==> src/srb_pkg.sv <==
// =====================================================================
// shared constants for the readback and output configuration block
// =====================================================================
package srb_pkg;

    localparam int WORD_W = 32;

    // =================================================================
    // register addresses (low nibble of each serial word)
    // =================================================================
    localparam logic [3:0] ADDR_OUT_CTRL = 4'h5;
    localparam logic [3:0] ADDR_READBACK = 4'h6;
    localparam logic [3:0] ADDR_STATUS_PINS = 4'h7;

    // =================================================================
    // output_and_calibration_control fields
    // =================================================================
    localparam int OC_CLR_FB_BIT = 30;
    localparam int OC_CLR_REF_BIT = 29;
    localparam int OC_MUTE_BIT = 27;
    localparam int OC_REF_RANGE_LSB = 24;
    localparam int OC_BUF_IGNORE_BIT = 23;
    localparam int OC_POLICY_LSB = 21;
    localparam int OC_PRESET_LSB = 19;
    localparam int OC_OUTB_LSB = 17;

    // =================================================================
    // readback_and_diagnostics fields
    // =================================================================
    localparam int RD_DIAG_LSB = 4;
    localparam int RD_SEL_LSB = 24;
    localparam int RD_PART_SEL_BIT = 28;
    localparam int RD_LOCKOUT_BIT = 29;

    // status pin register field
    localparam int SP_CHOICE_LSB = 4;

    // =================================================================
    // diagnostic word bit positions
    // =================================================================
    localparam int DG_CORE_LSB = 18;
    localparam int DG_FB_SEEN = 17;
    localparam int DG_REF_SEEN = 16;
    localparam int DG_ACTIVITY = 15;
    localparam int DG_CAL_ACTIVE = 10;
    localparam int DG_FAIL_UPPER = 9;
    localparam int DG_FAIL_LOWER = 8;
    localparam int DG_TUNE_OVER = 6;
    localparam int DG_TUNE_IN_RANGE = 5;
    localparam int DG_QS_LOW = 4;
    localparam int DG_PHASE_LOCK = 3;
    localparam int DG_LOCK_PIN = 2;
    localparam int DG_CE = 1;
    localparam int DG_BUF_EN = 0;

    // tuning voltage limit of the external comparator, millivolts
    localparam int TUNE_LIMIT_MV = 2400;

    // =================================================================
    // values after reset
    // =================================================================
    localparam logic [3:0] RST_RB_SEL = 4'hf;
    localparam logic [4:0] RST_MUX_CHOICE = 5'h04;
    localparam logic [2:0] RST_REF_RANGE = 3'h0;
    localparam logic [1:0] RST_CORE = 2'h0;
    // clock cycles after reset before a pad level change counts as an edge
    localparam logic [2:0] PAD_SETTLE = 3'h4;

    // =================================================================
    // pad indices of synchronised inputs
    // =================================================================
    localparam int PAD_N = 6;
    localparam int PAD_REF = 0;
    localparam int PAD_FB = 1;
    localparam int PAD_CE = 2;
    localparam int PAD_BUF_EN = 3;
    localparam int PAD_LOCK = 4;
    localparam int PAD_QS = 5;

    typedef enum logic [1:0] {
        POL_LAST = 2'b00,
        POL_PRESET = 2'b01,
        POL_FORCE = 2'b10,
        POL_RSVD = 2'b11
    } srb_policy_t;

    typedef enum logic [1:0] {
        OUTB_CORE = 2'b00,
        OUTB_DIVIDED = 2'b01,
        OUTB_FEEDBACK = 2'b10,
        OUTB_RSVD = 2'b11
    } srb_outb_t;

    // status mux choices
    localparam logic [4:0] MUX_GND = 5'h00;
    localparam logic [4:0] MUX_LOCK_DET = 5'h01;
    localparam logic [4:0] MUX_VTUNE = 5'h02;
    localparam logic [4:0] MUX_BOTH = 5'h03;
    localparam logic [4:0] MUX_READBACK = 5'h04;
    localparam logic [4:0] MUX_REF_SEEN = 5'h0a;
    localparam logic [4:0] MUX_FB_SEEN = 5'h0b;
    localparam logic [4:0] MUX_CAL = 5'h0c;
    localparam logic [4:0] MUX_TUNE_BAD = 5'h0d;
    localparam logic [4:0] MUX_FAIL_LO = 5'h0e;
    localparam logic [4:0] MUX_FAIL_HI = 5'h0f;

    // three-stage synchroniser filter: follow once stages two and three agree
    function automatic logic srb_filt(input logic s1, input logic s2, input logic old);
        srb_filt = (s1 == s2) ? s2 : old;
    endfunction : srb_filt

endpackage : srb_pkg

==> src/srb_serial_if.sv <==
`timescale 1ns/10ps
// =====================================================================
// word and strobes from the serial front end to the register bank
// =====================================================================
interface srb_serial_if;
    logic [31:0] word;
    logic latch;
    logic shift_out;
    modport src (output word, output latch, output shift_out);
    modport snk (input word, input latch, input shift_out);
endinterface : srb_serial_if

==> src/srb_serial_rx.sv <==
`timescale 1ns/10ps
module srb_serial_rx
    import srb_pkg::*;
(
    input wire logic clk_sys, // system clock
    input wire logic resetn, // async reset, active low
    input wire logic ser_clk, // serial port clock pin
    input wire logic ser_data, // serial port data pin
    input wire logic ser_le, // serial port latch enable pin
    srb_serial_if.src sp // word and strobes out
);
    typedef struct packed {
        logic [2:0] ck_s;
        logic [2:0] da_s;
        logic [2:0] le_s;
        logic ck_f;
        logic da_f;
        logic le_f;
        logic [31:0] shreg;
        logic latch;
        logic fall;
    } srb_rx_st_t;

    srb_rx_st_t st_q;
    srb_rx_st_t st_d;

    // =================================================================
    // sampling, edge detection and shifting
    // =================================================================
    always_comb begin
        st_d = st_q;
        st_d.ck_s = {st_q.ck_s[1:0], ser_clk};
        st_d.da_s = {st_q.da_s[1:0], ser_data};
        st_d.le_s = {st_q.le_s[1:0], ser_le};
        st_d.ck_f = srb_filt(st_q.ck_s[1], st_q.ck_s[2], st_q.ck_f);
        st_d.da_f = srb_filt(st_q.da_s[1], st_q.da_s[2], st_q.da_f);
        st_d.le_f = srb_filt(st_q.le_s[1], st_q.le_s[2], st_q.le_f);
        st_d.latch = st_d.le_f & ~st_q.le_f;
        st_d.fall = ~st_d.ck_f & st_q.ck_f;
        // msb first, data taken on the rising serial clock
        if (st_d.ck_f & ~st_q.ck_f) begin
            st_d.shreg = {st_q.shreg[30:0], st_q.da_f};
        end
    end

    always_ff @(posedge clk_sys or negedge resetn) begin
        if (!resetn) begin
            st_q <= '0;
        end else begin
            st_q <= st_d;
        end
    end

    assign sp.word = st_q.shreg;
    assign sp.latch = st_q.latch;
    assign sp.shift_out = st_q.fall;

endmodule : srb_serial_rx

==> src/srb_config_top.sv <==
`timescale 1ns/10ps
module srb_config_top
    import srb_pkg::*;
#(
    parameter int NUM_CORES = 4, // oscillator cores
    parameter logic [1:0] LOWEST_CORE = 2'h0, // core of lowest frequency
    parameter logic [31:0] PART_CODE = 32'h0000_5a5a // arbitrary value
) (
    input wire logic clk_sys, // system clock, 25 MHz
    input wire logic resetn, // async reset, active low
    input wire logic ser_clk, // serial port clock pin
    input wire logic ser_data, // serial port data pin
    input wire logic ser_le, // serial port latch enable pin
    input wire logic ref_input_pin, // reference input pad
    input wire logic fb_input_pin, // feedback input pad
    input wire logic chip_enable_pin, // chip enable pad
    input wire logic buffer_enable_pin, // buffer enable pad
    input wire logic lock_pin, // lock indicator pad level
    input wire logic quick_settle_pin, // quick settle pad level
    input wire logic [1:0] chosen_core, // core picked by calibration
    input wire logic core_activity_seen, // core activity detector
    input wire logic cal_active, // calibration in progress
    input wire logic cal_fail_up_evt, // pulse: failed needing higher freq
    input wire logic cal_fail_lo_evt, // pulse: failed needing lower freq
    input wire logic core_preset_valid, // preset core can reach target
    input wire logic tune_volt_over, // tuning voltage above limit
    input wire logic tune_volt_in_range, // tuning voltage in range
    input wire logic phase_lock_flag, // phase detector lock state
    output logic status_mux_pin, // status pin data
    output logic rf_out_a_en, // output buffer A enable
    output logic rf_out_b_en, // output buffer B enable
    output logic [1:0] out_b_source, // output B source
    output logic [2:0] ref_range, // reference range to calibration
    output logic [1:0] cal_start_core, // first core for calibration
    output logic cal_fallback_en // calibration may try other cores
);
    if (NUM_CORES != 4) begin : g_chk
        $error("srb_config_top serves four cores only");
    end

    typedef struct packed {
        logic [PAD_N-1:0][2:0] pad_s;
        logic [PAD_N-1:0] pad_f;
        logic [2:0] settle;
        logic fb_seen;
        logic ref_seen;
        logic fail_up;
        logic fail_lo;
        logic cal_prev;
        logic last_valid;
        logic [1:0] last_core;
        logic clr_fb;
        logic clr_ref;
        logic mute;
        logic [2:0] ref_rng;
        logic buf_ignore;
        logic [1:0] policy;
        logic [1:0] preset;
        logic [1:0] outb;
        logic [3:0] rb_sel;
        logic part_sel;
        logic lockout;
        logic [4:0] mux_choice;
        logic [31:0] rb_shift;
        logic mux_out;
        logic buf_a;
        logic buf_b;
        logic [1:0] outb_o;
        logic [1:0] start_core;
        logic fallback;
    } srb_st_t;

    srb_st_t st_q;
    srb_st_t st_d;
    srb_serial_if sp ();

    logic [PAD_N-1:0] pad_in;
    logic [19:0] diag;

    assign pad_in[PAD_REF] = ref_input_pin;
    assign pad_in[PAD_FB] = fb_input_pin;
    assign pad_in[PAD_CE] = chip_enable_pin;
    assign pad_in[PAD_BUF_EN] = buffer_enable_pin;
    assign pad_in[PAD_LOCK] = lock_pin;
    assign pad_in[PAD_QS] = quick_settle_pin;

    srb_serial_rx u_rx (
        .clk_sys (clk_sys),
        .resetn (resetn),
        .ser_clk (ser_clk),
        .ser_data (ser_data),
        .ser_le (ser_le),
        .sp (sp.src)
    );

    // =================================================================
    // diagnostic word
    // =================================================================
    always_comb begin
        diag = '0;
        diag[DG_CORE_LSB +: 2] = chosen_core;
        diag[DG_FB_SEEN] = st_q.fb_seen;
        diag[DG_REF_SEEN] = st_q.ref_seen;
        diag[DG_ACTIVITY] = core_activity_seen;
        diag[DG_CAL_ACTIVE] = cal_active;
        diag[DG_FAIL_UPPER] = st_q.fail_up;
        diag[DG_FAIL_LOWER] = st_q.fail_lo;
        diag[DG_TUNE_OVER] = tune_volt_over;
        diag[DG_TUNE_IN_RANGE] = tune_volt_in_range;
        diag[DG_QS_LOW] = ~st_q.pad_f[PAD_QS];
        diag[DG_PHASE_LOCK] = phase_lock_flag;
        diag[DG_LOCK_PIN] = st_q.pad_f[PAD_LOCK];
        diag[DG_CE] = st_q.pad_f[PAD_CE];
        diag[DG_BUF_EN] = st_q.pad_f[PAD_BUF_EN];
    end

    // register images as read back
    function automatic logic [31:0] img_out_ctrl(input srb_st_t s);
        logic [31:0] w;
        w = '0;
        w[OC_CLR_FB_BIT] = s.clr_fb;
        w[OC_CLR_REF_BIT] = s.clr_ref;
        w[OC_MUTE_BIT] = s.mute;
        w[OC_REF_RANGE_LSB +: 3] = s.ref_rng;
        w[OC_BUF_IGNORE_BIT] = s.buf_ignore;
        w[OC_POLICY_LSB +: 2] = s.policy;
        w[OC_PRESET_LSB +: 2] = s.preset;
        w[OC_OUTB_LSB +: 2] = s.outb;
        w[3:0] = ADDR_OUT_CTRL;
        img_out_ctrl = w;
    endfunction : img_out_ctrl

    function automatic logic [31:0] img_readback(input srb_st_t s, input logic [19:0] dg);
        logic [31:0] w;
        w = '0;
        w[RD_LOCKOUT_BIT] = s.lockout;
        w[RD_PART_SEL_BIT] = s.part_sel;
        w[RD_SEL_LSB +: 4] = s.rb_sel;
        w[RD_DIAG_LSB +: 20] = dg;
        w[3:0] = ADDR_READBACK;
        img_readback = w;
    endfunction : img_readback

    // =================================================================
    // next state
    // =================================================================
    always_comb begin
        logic [31:0] wd;
        logic wr;
        logic [PAD_N-1:0] chg;
        logic clr_fb_pulse;
        logic clr_ref_pulse;
        logic cal_start;
        logic cal_end;
        logic locked_ok;
        logic buf_ok;
        wd = sp.word;
        wr = sp.latch;
        chg = '0;
        clr_fb_pulse = 1'b0;
        clr_ref_pulse = 1'b0;
        cal_start = 1'b0;
        cal_end = 1'b0;
        locked_ok = 1'b0;
        buf_ok = 1'b0;
        st_d = st_q;

        for (int i = 0; i < PAD_N; i++) begin
            st_d.pad_s[i] = {st_q.pad_s[i][1:0], pad_in[i]};
            st_d.pad_f[i] = srb_filt(st_q.pad_s[i][1], st_q.pad_s[i][2], st_q.pad_f[i]);
            chg[i] = st_d.pad_f[i] ^ st_q.pad_f[i];
        end
        // filters leave their reset level once real samples arrive; that step is no pin edge
        if (st_q.settle != PAD_SETTLE) begin
            st_d.settle = st_q.settle + 3'h1;
            chg = '0;
        end

        // =================================================================
        // serial writes
        // =================================================================
        if (wr) begin
            unique case (wd[3:0])
                ADDR_OUT_CTRL: begin
                    if (!st_q.lockout) begin
                        st_d.clr_fb = wd[OC_CLR_FB_BIT];
                        st_d.clr_ref = wd[OC_CLR_REF_BIT];
                        st_d.mute = wd[OC_MUTE_BIT];
                        st_d.ref_rng = wd[OC_REF_RANGE_LSB +: 3];
                        st_d.buf_ignore = wd[OC_BUF_IGNORE_BIT];
                        st_d.policy = wd[OC_POLICY_LSB +: 2];
                        st_d.preset = wd[OC_PRESET_LSB +: 2];
                        st_d.outb = wd[OC_OUTB_LSB +: 2];
                    end
                end
                ADDR_READBACK: begin
                    st_d.lockout = wd[RD_LOCKOUT_BIT];
                    if (!st_q.lockout) begin
                        st_d.part_sel = wd[RD_PART_SEL_BIT];
                        st_d.rb_sel = wd[RD_SEL_LSB +: 4];
                    end
                end
                ADDR_STATUS_PINS: begin
                    if (!st_q.lockout) begin
                        st_d.mux_choice = wd[SP_CHOICE_LSB +: 5];
                    end
                end
                default: begin
                end
            endcase
        end

        // =================================================================
        // sticky input detectors, cleared by a one then zero write; set wins
        // =================================================================
        clr_fb_pulse = st_q.clr_fb & ~st_d.clr_fb;
        clr_ref_pulse = st_q.clr_ref & ~st_d.clr_ref;
        st_d.fb_seen = chg[PAD_FB] | (st_q.fb_seen & ~clr_fb_pulse);
        st_d.ref_seen = chg[PAD_REF] | (st_q.ref_seen & ~clr_ref_pulse);

        // calibration failure flags hold until the next calibration starts
        cal_start = cal_active & ~st_q.cal_prev;
        cal_end = ~cal_active & st_q.cal_prev;
        st_d.cal_prev = cal_active;
        st_d.fail_up = cal_fail_up_evt | (st_q.fail_up & ~cal_start);
        st_d.fail_lo = cal_fail_lo_evt | (st_q.fail_lo & ~cal_start);
        if (cal_end) begin
            st_d.last_valid = 1'b1;
            st_d.last_core = chosen_core;
        end

        // =================================================================
        // core pick policy
        // =================================================================
        unique case (srb_policy_t'(st_q.policy))
            POL_PRESET: begin
                st_d.start_core = st_q.preset;
                st_d.fallback = ~core_preset_valid;
            end
            POL_FORCE: begin
                st_d.start_core = st_q.preset;
                st_d.fallback = 1'b0;
            end
            POL_LAST, POL_RSVD: begin
                st_d.start_core = st_q.last_valid ? st_q.last_core : LOWEST_CORE;
                st_d.fallback = 1'b1;
            end
        endcase

        // =================================================================
        // output buffers
        // =================================================================
        // lock flag is used unsynchronised so a mute lands one cycle after unlock
        locked_ok = ~st_q.mute | phase_lock_flag;
        buf_ok = st_q.buf_ignore | st_q.pad_f[PAD_BUF_EN];
        st_d.buf_a = locked_ok & buf_ok;
        st_d.buf_b = locked_ok & buf_ok;
        st_d.outb_o = (srb_outb_t'(st_q.outb) == OUTB_RSVD) ? OUTB_CORE : st_q.outb;

        // =================================================================
        // readback load at the end of a frame, shifted in the next one
        // =================================================================
        // image takes the select just written, so a new select answers in the next frame
        if (wr) begin
            if (st_d.part_sel) begin
                st_d.rb_shift = PART_CODE;
            end else begin
                unique case (st_d.rb_sel)
                    ADDR_OUT_CTRL: st_d.rb_shift = img_out_ctrl(st_d);
                    ADDR_READBACK: st_d.rb_shift = img_readback(st_d, diag);
                    ADDR_STATUS_PINS: st_d.rb_shift = {23'h000000, st_d.mux_choice, ADDR_STATUS_PINS};
                    default: st_d.rb_shift = '0;
                endcase
            end
        end else if (sp.shift_out) begin
            st_d.rb_shift = {st_q.rb_shift[30:0], 1'b0};
        end

        // =================================================================
        // status pin
        // =================================================================
        case (st_q.mux_choice)
            MUX_READBACK: st_d.mux_out = st_q.rb_shift[31];
            MUX_LOCK_DET: st_d.mux_out = phase_lock_flag;
            MUX_VTUNE: st_d.mux_out = tune_volt_in_range;
            MUX_BOTH: st_d.mux_out = phase_lock_flag & tune_volt_in_range;
            MUX_REF_SEEN: st_d.mux_out = st_q.ref_seen;
            MUX_FB_SEEN: st_d.mux_out = st_q.fb_seen;
            MUX_CAL: st_d.mux_out = cal_active;
            MUX_TUNE_BAD: st_d.mux_out = ~tune_volt_in_range;
            MUX_FAIL_LO: st_d.mux_out = st_q.fail_lo;
            MUX_FAIL_HI: st_d.mux_out = st_q.fail_up;
            default: st_d.mux_out = 1'b0;
        endcase
    end

    // =================================================================
    // state register
    // =================================================================
    always_ff @(posedge clk_sys or negedge resetn) begin
        if (!resetn) begin
            st_q <= '0;
            st_q.rb_sel <= RST_RB_SEL;
            st_q.mux_choice <= RST_MUX_CHOICE;
            st_q.ref_rng <= RST_REF_RANGE;
            st_q.last_core <= RST_CORE;
            st_q.start_core <= LOWEST_CORE;
            st_q.fallback <= 1'b1;
        end else begin
            st_q <= st_d;
        end
    end

    assign status_mux_pin = st_q.mux_out;
    assign rf_out_a_en = st_q.buf_a;
    assign rf_out_b_en = st_q.buf_b;
    assign out_b_source = st_q.outb_o;
    assign ref_range = st_q.ref_rng;
    assign cal_start_core = st_q.start_core;
    assign cal_fallback_en = st_q.fallback;

endmodule : srb_config_top

==> config.mk <==
export PLATFORM = sky130hd
export DESIGN_NAME = srb_config_top
export DESIGN_NICKNAME = d
export VERILOG_FILES = /design/src/srb_pkg.sv /design/src/srb_serial_if.sv /design/src/srb_serial_rx.sv /design/src/srb_config_top.sv
export SDC_FILE = /design/constraint.sdc
export NUM_CORES = 1
export LEC_CHECK = 0
export BUFFER_PORTS_ARGS = -buffer_cell sky130_fd_sc_hd__buf_2
export CORE_UTILIZATION = 60
export DETAILED_ROUTE_END_ITERATION = 8
export PLACE_DENSITY = 0.78
export SYNTH_ARGS = -nofsm -noshare
export SYNTH_HDL_FRONTEND = slang
export SYNTH_SLANG_ARGS = --single-unit
==> constraint.sdc <==
create_clock -name clk_sys -period 3.05 [get_ports clk_sys]
set_clock_uncertainty 0.05 [all_clocks]
set_input_delay 0.305 -clock clk_sys [delete_from_list [all_inputs] [get_ports clk_sys]]
set_output_delay 0.305 -clock clk_sys [all_outputs]
set_load 0.05 [all_outputs]
## After elaboration in Yosys (flattened, before gate mapping)

Index checks and enable logic that the tools add are counted.

| operators by class | value |
|---|---|
| add/sub/neg operators | 1 |
| equal/unequal tests | 30 |
| multiplexer cells | 24 |
| bitwise operators | 35 |
| reduce and logical (&&, ||, !) cells | 3 |

Operators by type and width:

| operator | number |
|---|---|
| one-hot mux 31 bit (3 select lines) | 1 |
| two-way mux 32 bit | 2 |
| two-way mux 31 bit | 1 |
| equality test 5 x 4 -> 1 bit, second input constant | 6 |
| two-way mux 13 bit | 2 |
| equality test 4 x 3 -> 1 bit, second input constant | 6 |
| two-way mux 24 bit | 1 |
| two-way mux 5 bit | 3 |
| NOT 1 bit | 14 |
| bitwise AND 1 bit | 13 |
| equality test 5 x 2 -> 1 bit, second input constant | 2 |
| one-hot mux 1 bit (10 select lines) | 1 |
| equality test 1 bit | 9 |
| one-hot mux 3 bit (3 select lines) | 1 |
| two-way mux 1 bit | 8 |
| equality test 2 bit, second input constant | 3 |
| two-way mux 2 bit | 3 |
| two-way mux 6 bit | 1 |
| bitwise OR 1 bit | 6 |
| equality test 5 x 1 -> 1 bit, second input constant | 1 |
| equality test 5 x 3 -> 1 bit, second input constant | 1 |
| adder 3 x 1 -> 3 bit, second input constant | 1 |
| != test 3 bit, second input constant | 1 |
| equality test 2 x 1 -> 1 bit, second input constant | 1 |
| other kinds (4) | 5 |

| storage, ports and cells | value |
|---|---|
| flip-flop bits (word level) | 143 |
| input port bits | 21 |
| output and inout bits | 11 |
| logic and storage cells | 135 |

## Logic depth before layout (Yosys ltp)

Gate-level depths: netlist (run 1).

| depth | value |
|---|---|
| depth after elaboration | 8 |
| depth in mapped cells | 7 |
| gate-level depth less buffers | 5 |

## Cells and area by module

From an unflattened synthesis (run 1), not the netlist that was laid out.

| unflattened totals | value |
|---|---|
| cells, all modules | 481 |
| area total of the unflattened synthesis | 6,254.7 um2 |

By module, submodules not included:

| module | times used | cells an instance | area each (um2) |
|---|---|---|---|
| srb_config_top | 1 | 361 | 4,291.6 |
| srb_serial_rx | 1 | 120 | 1,963.1 |

## Worst setup path before layout (run 1)

Ideal clock, no wire load.

| timing | value |
|---|---|
| path kind | register -> register |
| from | register u_rx.st_q (netlist bit u_rx.sp.word[3]) |
| to | register st_q[13] (netlist bit) |
| setup time | 0.138 ns |
| arrival | 1.594 ns |
| path slack | 1.268 ns |
| stages on the path, launching flop included | 8 |
| period minus slack after synthesis | 1.782 ns |
| cells stage by stage | dfrtp_1 > and4bb_1 > buf_6 > and3_4 > buf_6 > mux2_2 > mux2i_1 > o22ai_1 |

RTL lines:

| item | line | source |
|---|---|---|
| start, declared | srb_serial_rx.sv:24 | `srb_rx_st_t st_q;` |
| start signal, assigned | srb_serial_rx.sv:50 | `st_q <= st_d;` |
| end signal, assigned | srb_config_top.sv:310 | `st_q <= st_d;` |
| end, declared | srb_config_top.sv:73 | `srb_st_t st_q;` |

## Worst setup path in the final report (run 1)

| timing | value |
|---|---|
| from | register u_rx.st_q (netlist bit u_rx.sp.word[3]) |
| to | register st_q[13] (netlist bit) |

| on the way | value |
|---|---|
| longest elaborated chain between the ends | 7 |

Ends and longest elaborated chain:

| item | line | source |
|---|---|---|
| equality test 4 x 3 -> 1 bit | srb_config_top.sv:183 | `unique case (wd[3:0])` |
| two-way mux 6 bit | srb_config_top.sv:183 |  |
| two-way mux 24 bit * | srb_config_top.sv:182 | `if (wr) begin` |
| equality test 4 x 3 -> 1 bit | srb_config_top.sv:268 | `unique case (st_d.rb_sel)` |
| one-hot mux 31 bit (3 select lines) | srb_config_top.sv:268 |  |
| two-way mux 31 bit * | srb_config_top.sv:265 | `if (st_d.part_sel) begin` |
| two-way mux 32 bit * | srb_config_top.sv:264 | `if (wr) begin` |

Every way passes the cells marked *; elsewhere a longest branch is shown, timed or not.
A chain may end at the register's enable or synchronous reset.

==> metrics.txt, run 1 <==
design area roughly 7000 µm²; Synth top area share 58.3%; crit path time final 2.12 ns; CTS tree done; htree depth 4; CP endpoint st_q[13]$_DFFE_PN0P_; Place WS between 0.9 and 1 ns; largest cells by area after synthesis dfrtp_1, mux2_2, a21oi_1; synthesized area around 5900 µm²; Post-synth EDFFs 0; share of total power in the clock network 44.3%; Synth cell types 53; Worst-Skew Late Latency 0.52 ns; worst r2r src u_rx.sp.word[3]$_DFFE_PN0P_; antenna-violating nets left 0; DR vias about 3,700; first-pass GRT wire length 18.8 mm; actual slew at the worst max-slew pin 0.816 ns; Async SR Flop Fraction 100%; total power 4.98 mW; Fmax 471 MHz; Critical R2R Capture st_q[13]$_DFFE_PN0P_; # setup viols final 0; Core Rows 35; commonest cells after routing, fill and taps aside dfrtp_1, mux2_2, nor2_1, a21oi_1, buf_2; fin nets 538; Mean Syn Cell Area 12.6 µm²; DR DRC count 0; arrival time of the worst setup path 2.50 ns; WL final roughly 11 mm; Reg2Reg Depth 5; largest net degree at the start of global routing 80; P_int roughly 3.8 mW; fraction of layout cells with a size suffix above 1 between 20 and 30%; Pre-antenna DRT Iters 4; Slew Limit Fails 0; Yosys reg bits 143; most common cell after layout, fill and taps aside dfrtp_1; Mapped Cells approximately 470; # IOs 32; unrepaired setup endpoints after global routing no; DR vias/cell 5.70; switch share 24.4%; Slew headroom a little under half; combinational share of power 10.4%; Die Width 101 µm; worst setup margin 0.926 ns; post-placement cell area ~6100 µm²; grt ovf 0; Die ar. 10,200 µm²; WL/cell 17.1 µm; TritonCTS Buffers 17; CTS Buffer Depth 2; switching pwr ~1.2 mW; Placer Congestion 0.911; initial antenna violation count 0; drt initial violations roughly 160; status finished clean; leakage 3.23 nW; Num Clock Sinks 143; setup tns final 0 ns; pwr dens 720 nW/µm²; vias in the first global route 3,853; crit path launch u_rx.sp.word[3]$_DFFE_PN0P_; Most used DFF post-synth dfrtp_1; IR drop worst, VDD 0.000499 V; IO Port Bufs 31; Initial Util 62.8%; total track usage between 20% and 30%; R2R setup slack between 0.9 and 1 ns; endpoints failing hold 0; CP Max Fanout 8; core area 9370 µm²; HPWL after DPL 7.24 mm; type of destination of the critical path register; cell taking the most area after synthesis dfrtp_1; Tcrit/Tclk final a little over two thirds; required time of the critical path between 3 and 4 ns; sequential share of power 45.3%; critical path type register to register; Clock transition at path regs approximately 0.060 ns; Min-Delay Path Class primary input to register; Antenna diodes 0; Seq/Total Area, Yosys approximately three fifths; worst hold slack 0.0272 ns; CTS root buf clkbuf_8; critical path startpoint category register; Area Growth Syn to Fin 17.6%; Syn. warnings 0; syn nets 490; # Post-CTS Setup Buffers 0; Max-Cap Viols 0; Die Ht a little over 100 µm
-- stage by stage --
| stage | utilization, % | std cells |
|---|---|---|
| detailed placement | 65.2 | 605 |
| floorplan | - | 465 |
| CTS | 73.8 | 654 |
| finish | 73.8 | 654 |
| global placement | 65.2 | 605 |
| global route | 73.8 | 654 |
-- sequential cells by signal, summed over array words and instances (netlist names), 2 cells and up --
name and flops:
st_q 69, u_rx.sp.word 31, st_d 12, diag 7, u_rx.st_d 6, u_rx.st_q 6, ref_range 3, cal_start_core 2
out_b_source 2
-- kinds of logic after synthesis --
| logic type | after synthesis | synth area share, % |
|---|---|---|
| buffers and inverters | 52 | 4.36 |
| xor gates and xnor gates | 1 | 0.149 |
| muxes | 66 | 12.7 |
| adders and majority gates | 13 | 2.38 |
| AOI/OAI and AO/OA | 101 | 11.1 |
| DFF | 143 | 61.0 |
| and+or+nand+nor | 89 | 8.28 |
-- synth_stat cells (all sizes together) (2+ instances only) --
cell and n:
a211oi 6, a21o 6, a21oi 32, a221oi 6, a22o 3, a2bb2oi 3
a31oi 3, and3 2, buf 15, clkbuf 12, dfrtp 137, dfstp 6
ha 4, inv 25, maj3 9, mux2 50, mux2i 15, nand2 17
nand2b 11, nand3 2, nand3b 3, nor2 32, nor2b 6, nor3 3
nor3b 3, o21a 4, o21ai 17, o22ai 13, o31ai 2, or2 2
or3b 2
-- timing repair --
item,CTS,global route
gates resized for setup,0,0
hold buffers,18,0
hold endpoints to repair,93,0
-- worst min-delay path by stage --
stage | cells after the start | from | endpoint
after floorplan | 0 | resetn | cal_start_core[0]$_DFF_PN0_
after global placement | 0 | st_d[91]$_DFF_PN0_ | st_d[92]$_DFF_PN0_
after detailed placement | 0 | st_d[97]$_DFF_PN0_ | st_d[98]$_DFF_PN0_
after CTS | 3 | phase_lock_flag | rf_out_b_en$_DFF_PN0_
after global routing | 3 | phase_lock_flag | rf_out_b_en$_DFF_PN0_
final | 3 | phase_lock_flag | rf_out_b_en$_DFF_PN0_
-- critical path, cell delays in order, from the launching register on --
cell and delay (ns):
dfrtp_1 0.40, nand4bb_1 0.39, o21ai_1 0.35, and3_1 0.44, nand2b_1 0.19, o22ai_1 0.21
-- layout make-up --
class | instances | area (µm²)
Sequential cell | 143 | 3590
Fill cell | 635 | 2460
Multi-Input combinational cell | 270 | 2040
Clock buffer | 18 | 418
Timing Repair Buffer | 56 | 407
Clock inverter | 13 | 211
Tap cell | 129 | 161
Inverter | 25 | 93.8
-- power groups by stage --
stage               Clock (mW)  Combinational [mW]  Sequential, mW
floorplan                    0               0.361            2.25
global route              2.31               0.574            2.28
CTS                       2.23               0.520            2.26
detailed placement           0               0.495            2.29
global placement             0               0.475            2.27
finish                    2.20               0.517            2.26
-- layer usage --
metal	global-route usage [%]	routed length (µm)	vias up	part of all wire (%)
met4	12.0	220	0	2.0
met1	33.0	5040	1866	45
li1	-	-	1737	-
met2	38.4	5400	111	48
met5	0	0	-	0
met3	6.80	513	16	4.6
(Power assumes the default switching activity.)
==> inputs of run 2 (changes only) <==
--- a/config.mk
+++ b/config.mk
@@ -5,10 +5,11 @@
 export SDC_FILE = /design/constraint.sdc
 export NUM_CORES = 1
 export LEC_CHECK = 0
+export ABC_AREA = 1
 export BUFFER_PORTS_ARGS = -buffer_cell sky130_fd_sc_hd__buf_2
-export CORE_UTILIZATION = 60
+export CORE_UTILIZATION = 54
 export DETAILED_ROUTE_END_ITERATION = 8
-export PLACE_DENSITY = 0.78
+export PLACE_DENSITY = 0.75
 export SYNTH_ARGS = -nofsm -noshare
 export SYNTH_HDL_FRONTEND = slang
 export SYNTH_SLANG_ARGS = --single-unit
==> constraint.sdc (replaced) <==
create_clock -name clk_sys -period 1.73 [get_ports clk_sys]
set_clock_uncertainty 0.05 [all_clocks]
set_input_delay 0.173 -clock clk_sys [delete_from_list [all_inputs] [get_ports clk_sys]]
set_output_delay 0.173 -clock clk_sys [all_outputs]
set_load 0.05 [all_outputs]
==> run 2 against run 1 <==
Effect of this change:
- the flow now finishes with violations (negative setup slack)
- global-route usage increased by 0.73 points
- synthesized cell count increased by 25%
- flip-flop and latch count unchanged
- clock-buffer cell count increased by 1
- worst hold slack improved by 0.0084 ns
- non-clock buffer count increased by 40
- via count increased by 22%
- critical path depth increased by 6
- sequential share of layout area decreased by 4.4 points
- first-iteration DRC count increased by 120%
- critical path type unchanged
- largest cell class unchanged
==> metrics.txt, run 2 <==
CP bufs+invs 2; Slew Limit Fails 0; vias in the first global route 4,626; Async SR Flop Fraction between 90% and 100%; Initial Util ~56%; Mapped Cells 582; Placer Congestion 0.912; drt initial violations between 300 and 400; critical path's slowest cell dfstp_2; Yosys reg bits 143; Slew headroom 65.5%; syn nets between 600 and 700; fraction of layout cells with a size suffix above 1 between 30% and 40%; Place WS -0.117 ns; status finished with violations; DR DRC count 0; delay-heaviest family, CP simple AND/OR/NAND/NOR gates; commonest cells after routing, fill and taps aside dfrtp_1, nand2_1, o21ai_0; antenna-violating nets left 0; fin nets 699; Post-Place Cells 754; CP cell instances inv_1 -> nand2_1 -> o21ai_0 -> nand2_1 -> nand2_8 -> buf_6 -> nor2_4 -> nand2_4 -> o21ai_1 -> nand2_1 -> a21oi_1; unrepaired setup endpoints after global routing yes; synthesized area 5910 µm²; CTS Buffer Depth 2; Synth cell types 45; Clock transition at path regs around 0.06 ns; crit path time final ~1.9 ns; cell taking the most area after synthesis dfrtp_1; grt ovf 0; share of total power in the clock network 31.6%; Area Growth Syn to Fin 28.0%; arrival time of the worst setup path 2.32 ns; leakage 3.54 nW; Num Clock Sinks 143; CP Max Fanout 6; htree depth 4; Seq/Total Area, Yosys about three fifths; TritonCTS Buffers 17; DR vias 4,561; sequential share of power 40.8%; IR drop worst, VDD 0.000989 V; worst setup margin -0.210 ns; switching pwr 3.78 mW; most frequent cells after synthesis dfrtp_1, nand2_1, o21ai_0; Synth top area share 58.0%; total track usage 25.7%; required time of the critical path 2.11 ns; P_int 7.30 mW; Largest register FFs 69; Antenna diodes 0; most used cell, CP nand2_1; Syn. warnings 0; endpoints failing hold 0; most frequent cell after synthesis dfrtp_1; IO Port Bufs 31; actual slew at the worst max-slew pin 0.517 ns; WL/cell 16.3 µm; CTS tree done; Most used DFF post-synth dfrtp_1; CTS root buf clkbuf_8; # setup viols final 26; core area about 10,000 µm²; Die Width 107 µm; critical path type register to register; Die ar. 11,400 µm²; Post-synth EDFFs 0; # IOs 32; Worst-Skew Late Latency 0.52 ns; Fmax 515 MHz; type of destination of the critical path register; Pre-antenna DRT Iters 6; HPWL after DPL roughly 8.5 mm; largest cells by area after synthesis dfrtp_1, nand2_1, o21ai_0; failing checks negative setup slack; most common cell after layout, fill and taps aside dfrtp_1; DR vias/cell ~5.5; Core Rows 37; pwr dens 1470 nW/µm²; critical path startpoint category register; Largest Register st_q; Min-Delay Path Class primary input to asynchronous set/reset pin; Mean Syn Cell Area 10.2 µm²; Die Ht about 110 µm; non-filler instance count after layout between 800 and 900; combinational share of power between 20% and 30%; first-pass GRT wire length roughly 22 mm; Max stage delay on crit path 0.53 ns; Max-Cap Viols 0; WL final 13.4 mm; largest net degree at the start of global routing 56; initial antenna violation count 0; switch share around 34%; Tcrit/Tclk final 112%; Layout Utilization ~72%
==> run 2: cells by family after synthesis <==
kind of cell / synth area share, %
xor+xnor: 0.296
compound gates: 11.7
flops: 60.7
simple gates: 15.5
mux: 2.67
buf+inv: 7.18
fa+ha+maj: 2.03
==> run 2: what timing repair did <==
item	CTS	global route
endpoints found under the setup margin	25	35
resized for setup	36	40
endpoints found under the hold margin	160	0
buffers inserted	10	5
pin swaps	13	25
hold buffers	20	0
cloned	3	0
==> run 2: cell type report <==
cell class,instances,area [µm²]
clock buffer,19,422
inverter,70,283
clock inverter,13,154
sequential,143,3590
fill,705,2900
timing repair buffer,96,790
tap,136,170
multi-input combinational,346,2160
==> run 2: worst paths after layout <==
| check | start | slack [ns] | end | cells past startpoint |
|---|---|---|---|---|
| worst min-delay path | resetn | 0.04 | st_q[46]$_DFF_PN0_ | 2 |
| min in group clk_sys | ser_le | 0.24 | u_rx.st_d[38]$_DFF_PN0_ | 2 |
| worst max-delay path | st_q[47]$_DFF_PN1_ | -0.21 | st_q[37]$_DFFE_PN0P_ | 11 |
| worst min register to register | u_rx.st_d[41]$_DFF_PN0_ | 0.30 | u_rx.st_d[42]$_DFF_PN0_ | 0 |
| worst max register to register | st_q[47]$_DFF_PN1_ | -0.21 | st_q[37]$_DFFE_PN0P_ | 11 |
| max in group asynchronous | resetn | 0.98 | st_q[42]$_DFF_PN1_ | 3 |
==> run 2: power by group through the flow <==
stage / logic, mW / registers [mW] / clock network (mW)
finish: 3.06 / 4.52 / 3.51
detailed placement: 2.34 / 4.51 / 0
floorplan: 1.70 / 4.42 / 0
global route: 3.33 / 4.59 / 3.72
CTS: 2.86 / 4.48 / 3.57
global placement: 2.27 / 4.48 / 0
==> run 2: metrics by stage <==
stage	TNS, ns	instance area (µm²)	hold slack [ns]	total power, mW
floorplan	0	5910	-0.173	6.11
global placement	-0.335	6360	0.00247	6.75
detailed placement	-0.939	6360	0.000310	6.86
CTS	-0.974	7420	0.0237	10.9
global route	-4.92	7570	0.0443	11.6
finish	-2.72	7570	0.0356	11.1
==> run 2: routing by layer <==
| metal | GRT usage [%] | wire, µm |
|---|---|---|
| met1 | 32.8 | 5510 |
| met2 | 41.2 | 6720 |
| met3 | 6.69 | 786 |
| met4 | 11.7 | 373 |
| met5 | 0 | 0 |
==> inputs of run 3 (changes only) <==
--- a/config.mk
+++ b/config.mk
@@ -7,9 +7,10 @@
 export LEC_CHECK = 0
 export ABC_AREA = 1
 export BUFFER_PORTS_ARGS = -buffer_cell sky130_fd_sc_hd__buf_2
-export CORE_UTILIZATION = 54
+export CORE_UTILIZATION = 55
 export DETAILED_ROUTE_END_ITERATION = 8
-export PLACE_DENSITY = 0.75
+export PLACE_DENSITY = 0.76
 export SYNTH_ARGS = -nofsm -noshare
 export SYNTH_HDL_FRONTEND = slang
+export SYNTH_HIERARCHICAL = 1
 export SYNTH_SLANG_ARGS = --single-unit
==> run 3 against run 2 <==
Effect of this change:
- the flow still finishes with violations (negative setup slack)
- register-to-register slack improved by 0.05 ns
- first-iteration DRC count increased by 29%
- power decreased by 15%
- critical endpoint is now st_q[16]$_DFFE_PN0P_
- largest cell class unchanged
==> metrics.txt, run 3 <==
commonest cells after routing, fill and taps aside nand2_1, dfrtp_1, nor2_1; leakage 3.65 nW; antenna-violating nets left 0; syn nets 698; unrepaired setup endpoints after global routing yes; status finished with violations; Reg2Reg Depth 11; DR vias 4,909; critical path type register to register; fraction of layout cells with a size suffix above 1 24.0%; CTS tree done; Max stage delay on crit path 0.52 ns; Fmax between 500 and 600 MHz; fin nets around 760; synthesized area 6280 µm²; # setup viols final 26; WL final 14.6 mm; CP cell instances inv_1 -> nand2_1 -> o21ai_0 -> nand2_1 -> nand2_2 -> nor2_8 -> buf_6 -> nand3b_1 -> nand2_1 -> nand2_1 -> a21oi_1; crit path time final 1.89 ns; Min-Delay Path Class primary input to register; required time of the critical path 2.02 ns; total track usage 25.3%; Syn. warnings 6; Pre-antenna DRT Iters 8; Mapped Cells 673; CP Max Fanout 8; endpoints failing hold 0; Core Rows 38; largest net degree at the start of global routing 53; # IOs 32; Filler cells about 760; hold path depth 3; WL/cell 16.4 µm; Initial Util a little under three fifths; DR vias/cell 5.53; TritonCTS Buffers 17; htree depth 4; IO Port Bufs 31; Antenna diodes 0; Clock transition at path regs 0.06 ns; Die Ht roughly 110 µm; Largest Register st_q; Max-Cap Viols 0; critical path startpoint category register; type of destination of the critical path register; Die Width 109 µm; HPWL after DPL 8.83 mm; vias in the first global route roughly 4,600; pwr dens 1240 nW/µm²; Die ar. 11,900 µm²; first-pass GRT wire length 22.5 mm; initial antenna violation count 0; worst setup margin -0.164 ns; Place WS -0.199 ns; most used cell, CP nand2_1; Slew headroom between 60% and 70%; failing checks negative setup slack; Worst-Skew Late Latency between 0.4 and 0.5 ns; critical path's slowest cell dfstp_2; IR drop worst, VDD 0.00109 V; Area Growth Syn to Fin 21.0%; core area 11,000 µm²; grt ovf 0; actual slew at the worst max-slew pin 0.473 ns; CTS root buf clkbuf_16; design area 7600 µm²; Largest register FFs 69; drt initial violations 455; DR DRC count 0; post-placement cell area ~6500 µm²; most common cell after layout, fill and taps aside nand2_1; CTS Buffer Depth 2; Tcrit/Tclk final 109%; Slew Limit Fails 0; Num Clock Sinks approximately 140; Placer Congestion 0.866; Mean Syn Cell Area just over 9 µm²; arrival time of the worst setup path between 2 and 2.5 ns
## run 3: stage by stage
stage	power, mW	cells	utilization (%)	hold slack, ns	setup TNS [ns]
floorplan	5.01	673	-	-0.173	0
global placement	5.31	819	59.1	0.0756	-2.10
CTS	9.27	877	67.5	0.00910	-0.129
detailed placement	5.38	819	59.1	0.0772	-3.53
finish	9.39	887	69.2	0.0363	-1.69
global route	9.79	887	69.2	0.0447	-4.90
## run 3: path summary, 6_finish.rpt
path	startpoint	end	slack, ns
max	st_q[49]$_DFF_PN1_	st_q[16]$_DFFE_PN0P_	-0.16
min	tune_volt_in_range	st_q[17]$_DFFE_PN0P_	0.04
max reg2reg	st_q[49]$_DFF_PN1_	st_q[16]$_DFFE_PN0P_	-0.16
min reg2reg	st_d[91]$_DFF_PN0_	st_d[92]$_DFF_PN0_	0.29
max in group asynchronous	resetn	st_q[47]$_DFF_PN1_	0.75
min in group asynchronous	resetn	cal_start_core[0]$_DFF_PN0_	0.21
## run 3: repair_timing
action                     4_1_cts  5_1_grt
hold endpoints to repair        58        0
hold buffers                    17        0
buffers inserted                 8        9
cloned                           1        1
resized for setup               21       33
pin swaps                       14       15
setup endpoints to repair       27       29
## run 3: cell type report
type                    count  area [µm²]  share of cell area (%)
inverters                  55         216                    2.85
repair buffers             97         785                    10.3
multi-input cells         420        2230                    29.3
clock inverters            11         138                    1.81
well taps                 140         175                    2.30
flip-flops and latches    143        3590                    47.2
clock buffers              21         470                    6.19
## run 3: critical path: cells and delay by family (launching register included)
| family | cells | cell delay, ns |
|---|---|---|
| DFF | 1 | 0.52 |
| AOI/OAI and AO/OA | 2 | 0.24 |
| buffers and inverters | 2 | 0.22 |
| and+or+nand+nor | 7 | 0.79 |
## run 3: power breakdown
part           internal [mW]  total [mW]  switching (mW)  leakage [nW]
sequential              3.77        4.04           0.275          1.79
clock                   2.37        3.69            1.33         0.306
combinational          0.628        1.66            1.03          1.56
## run 3: per-layer routing
layer / up-vias / GRT usage, % / wire, µm
li1: 2309 / - / -
met4: 0 / 10.0 / 470
met2: 188 / 40.3 / 7150
met3: 39 / 5.74 / 831
met5: - / 0 / 0
met1: 2373 / 33.6 / 6130
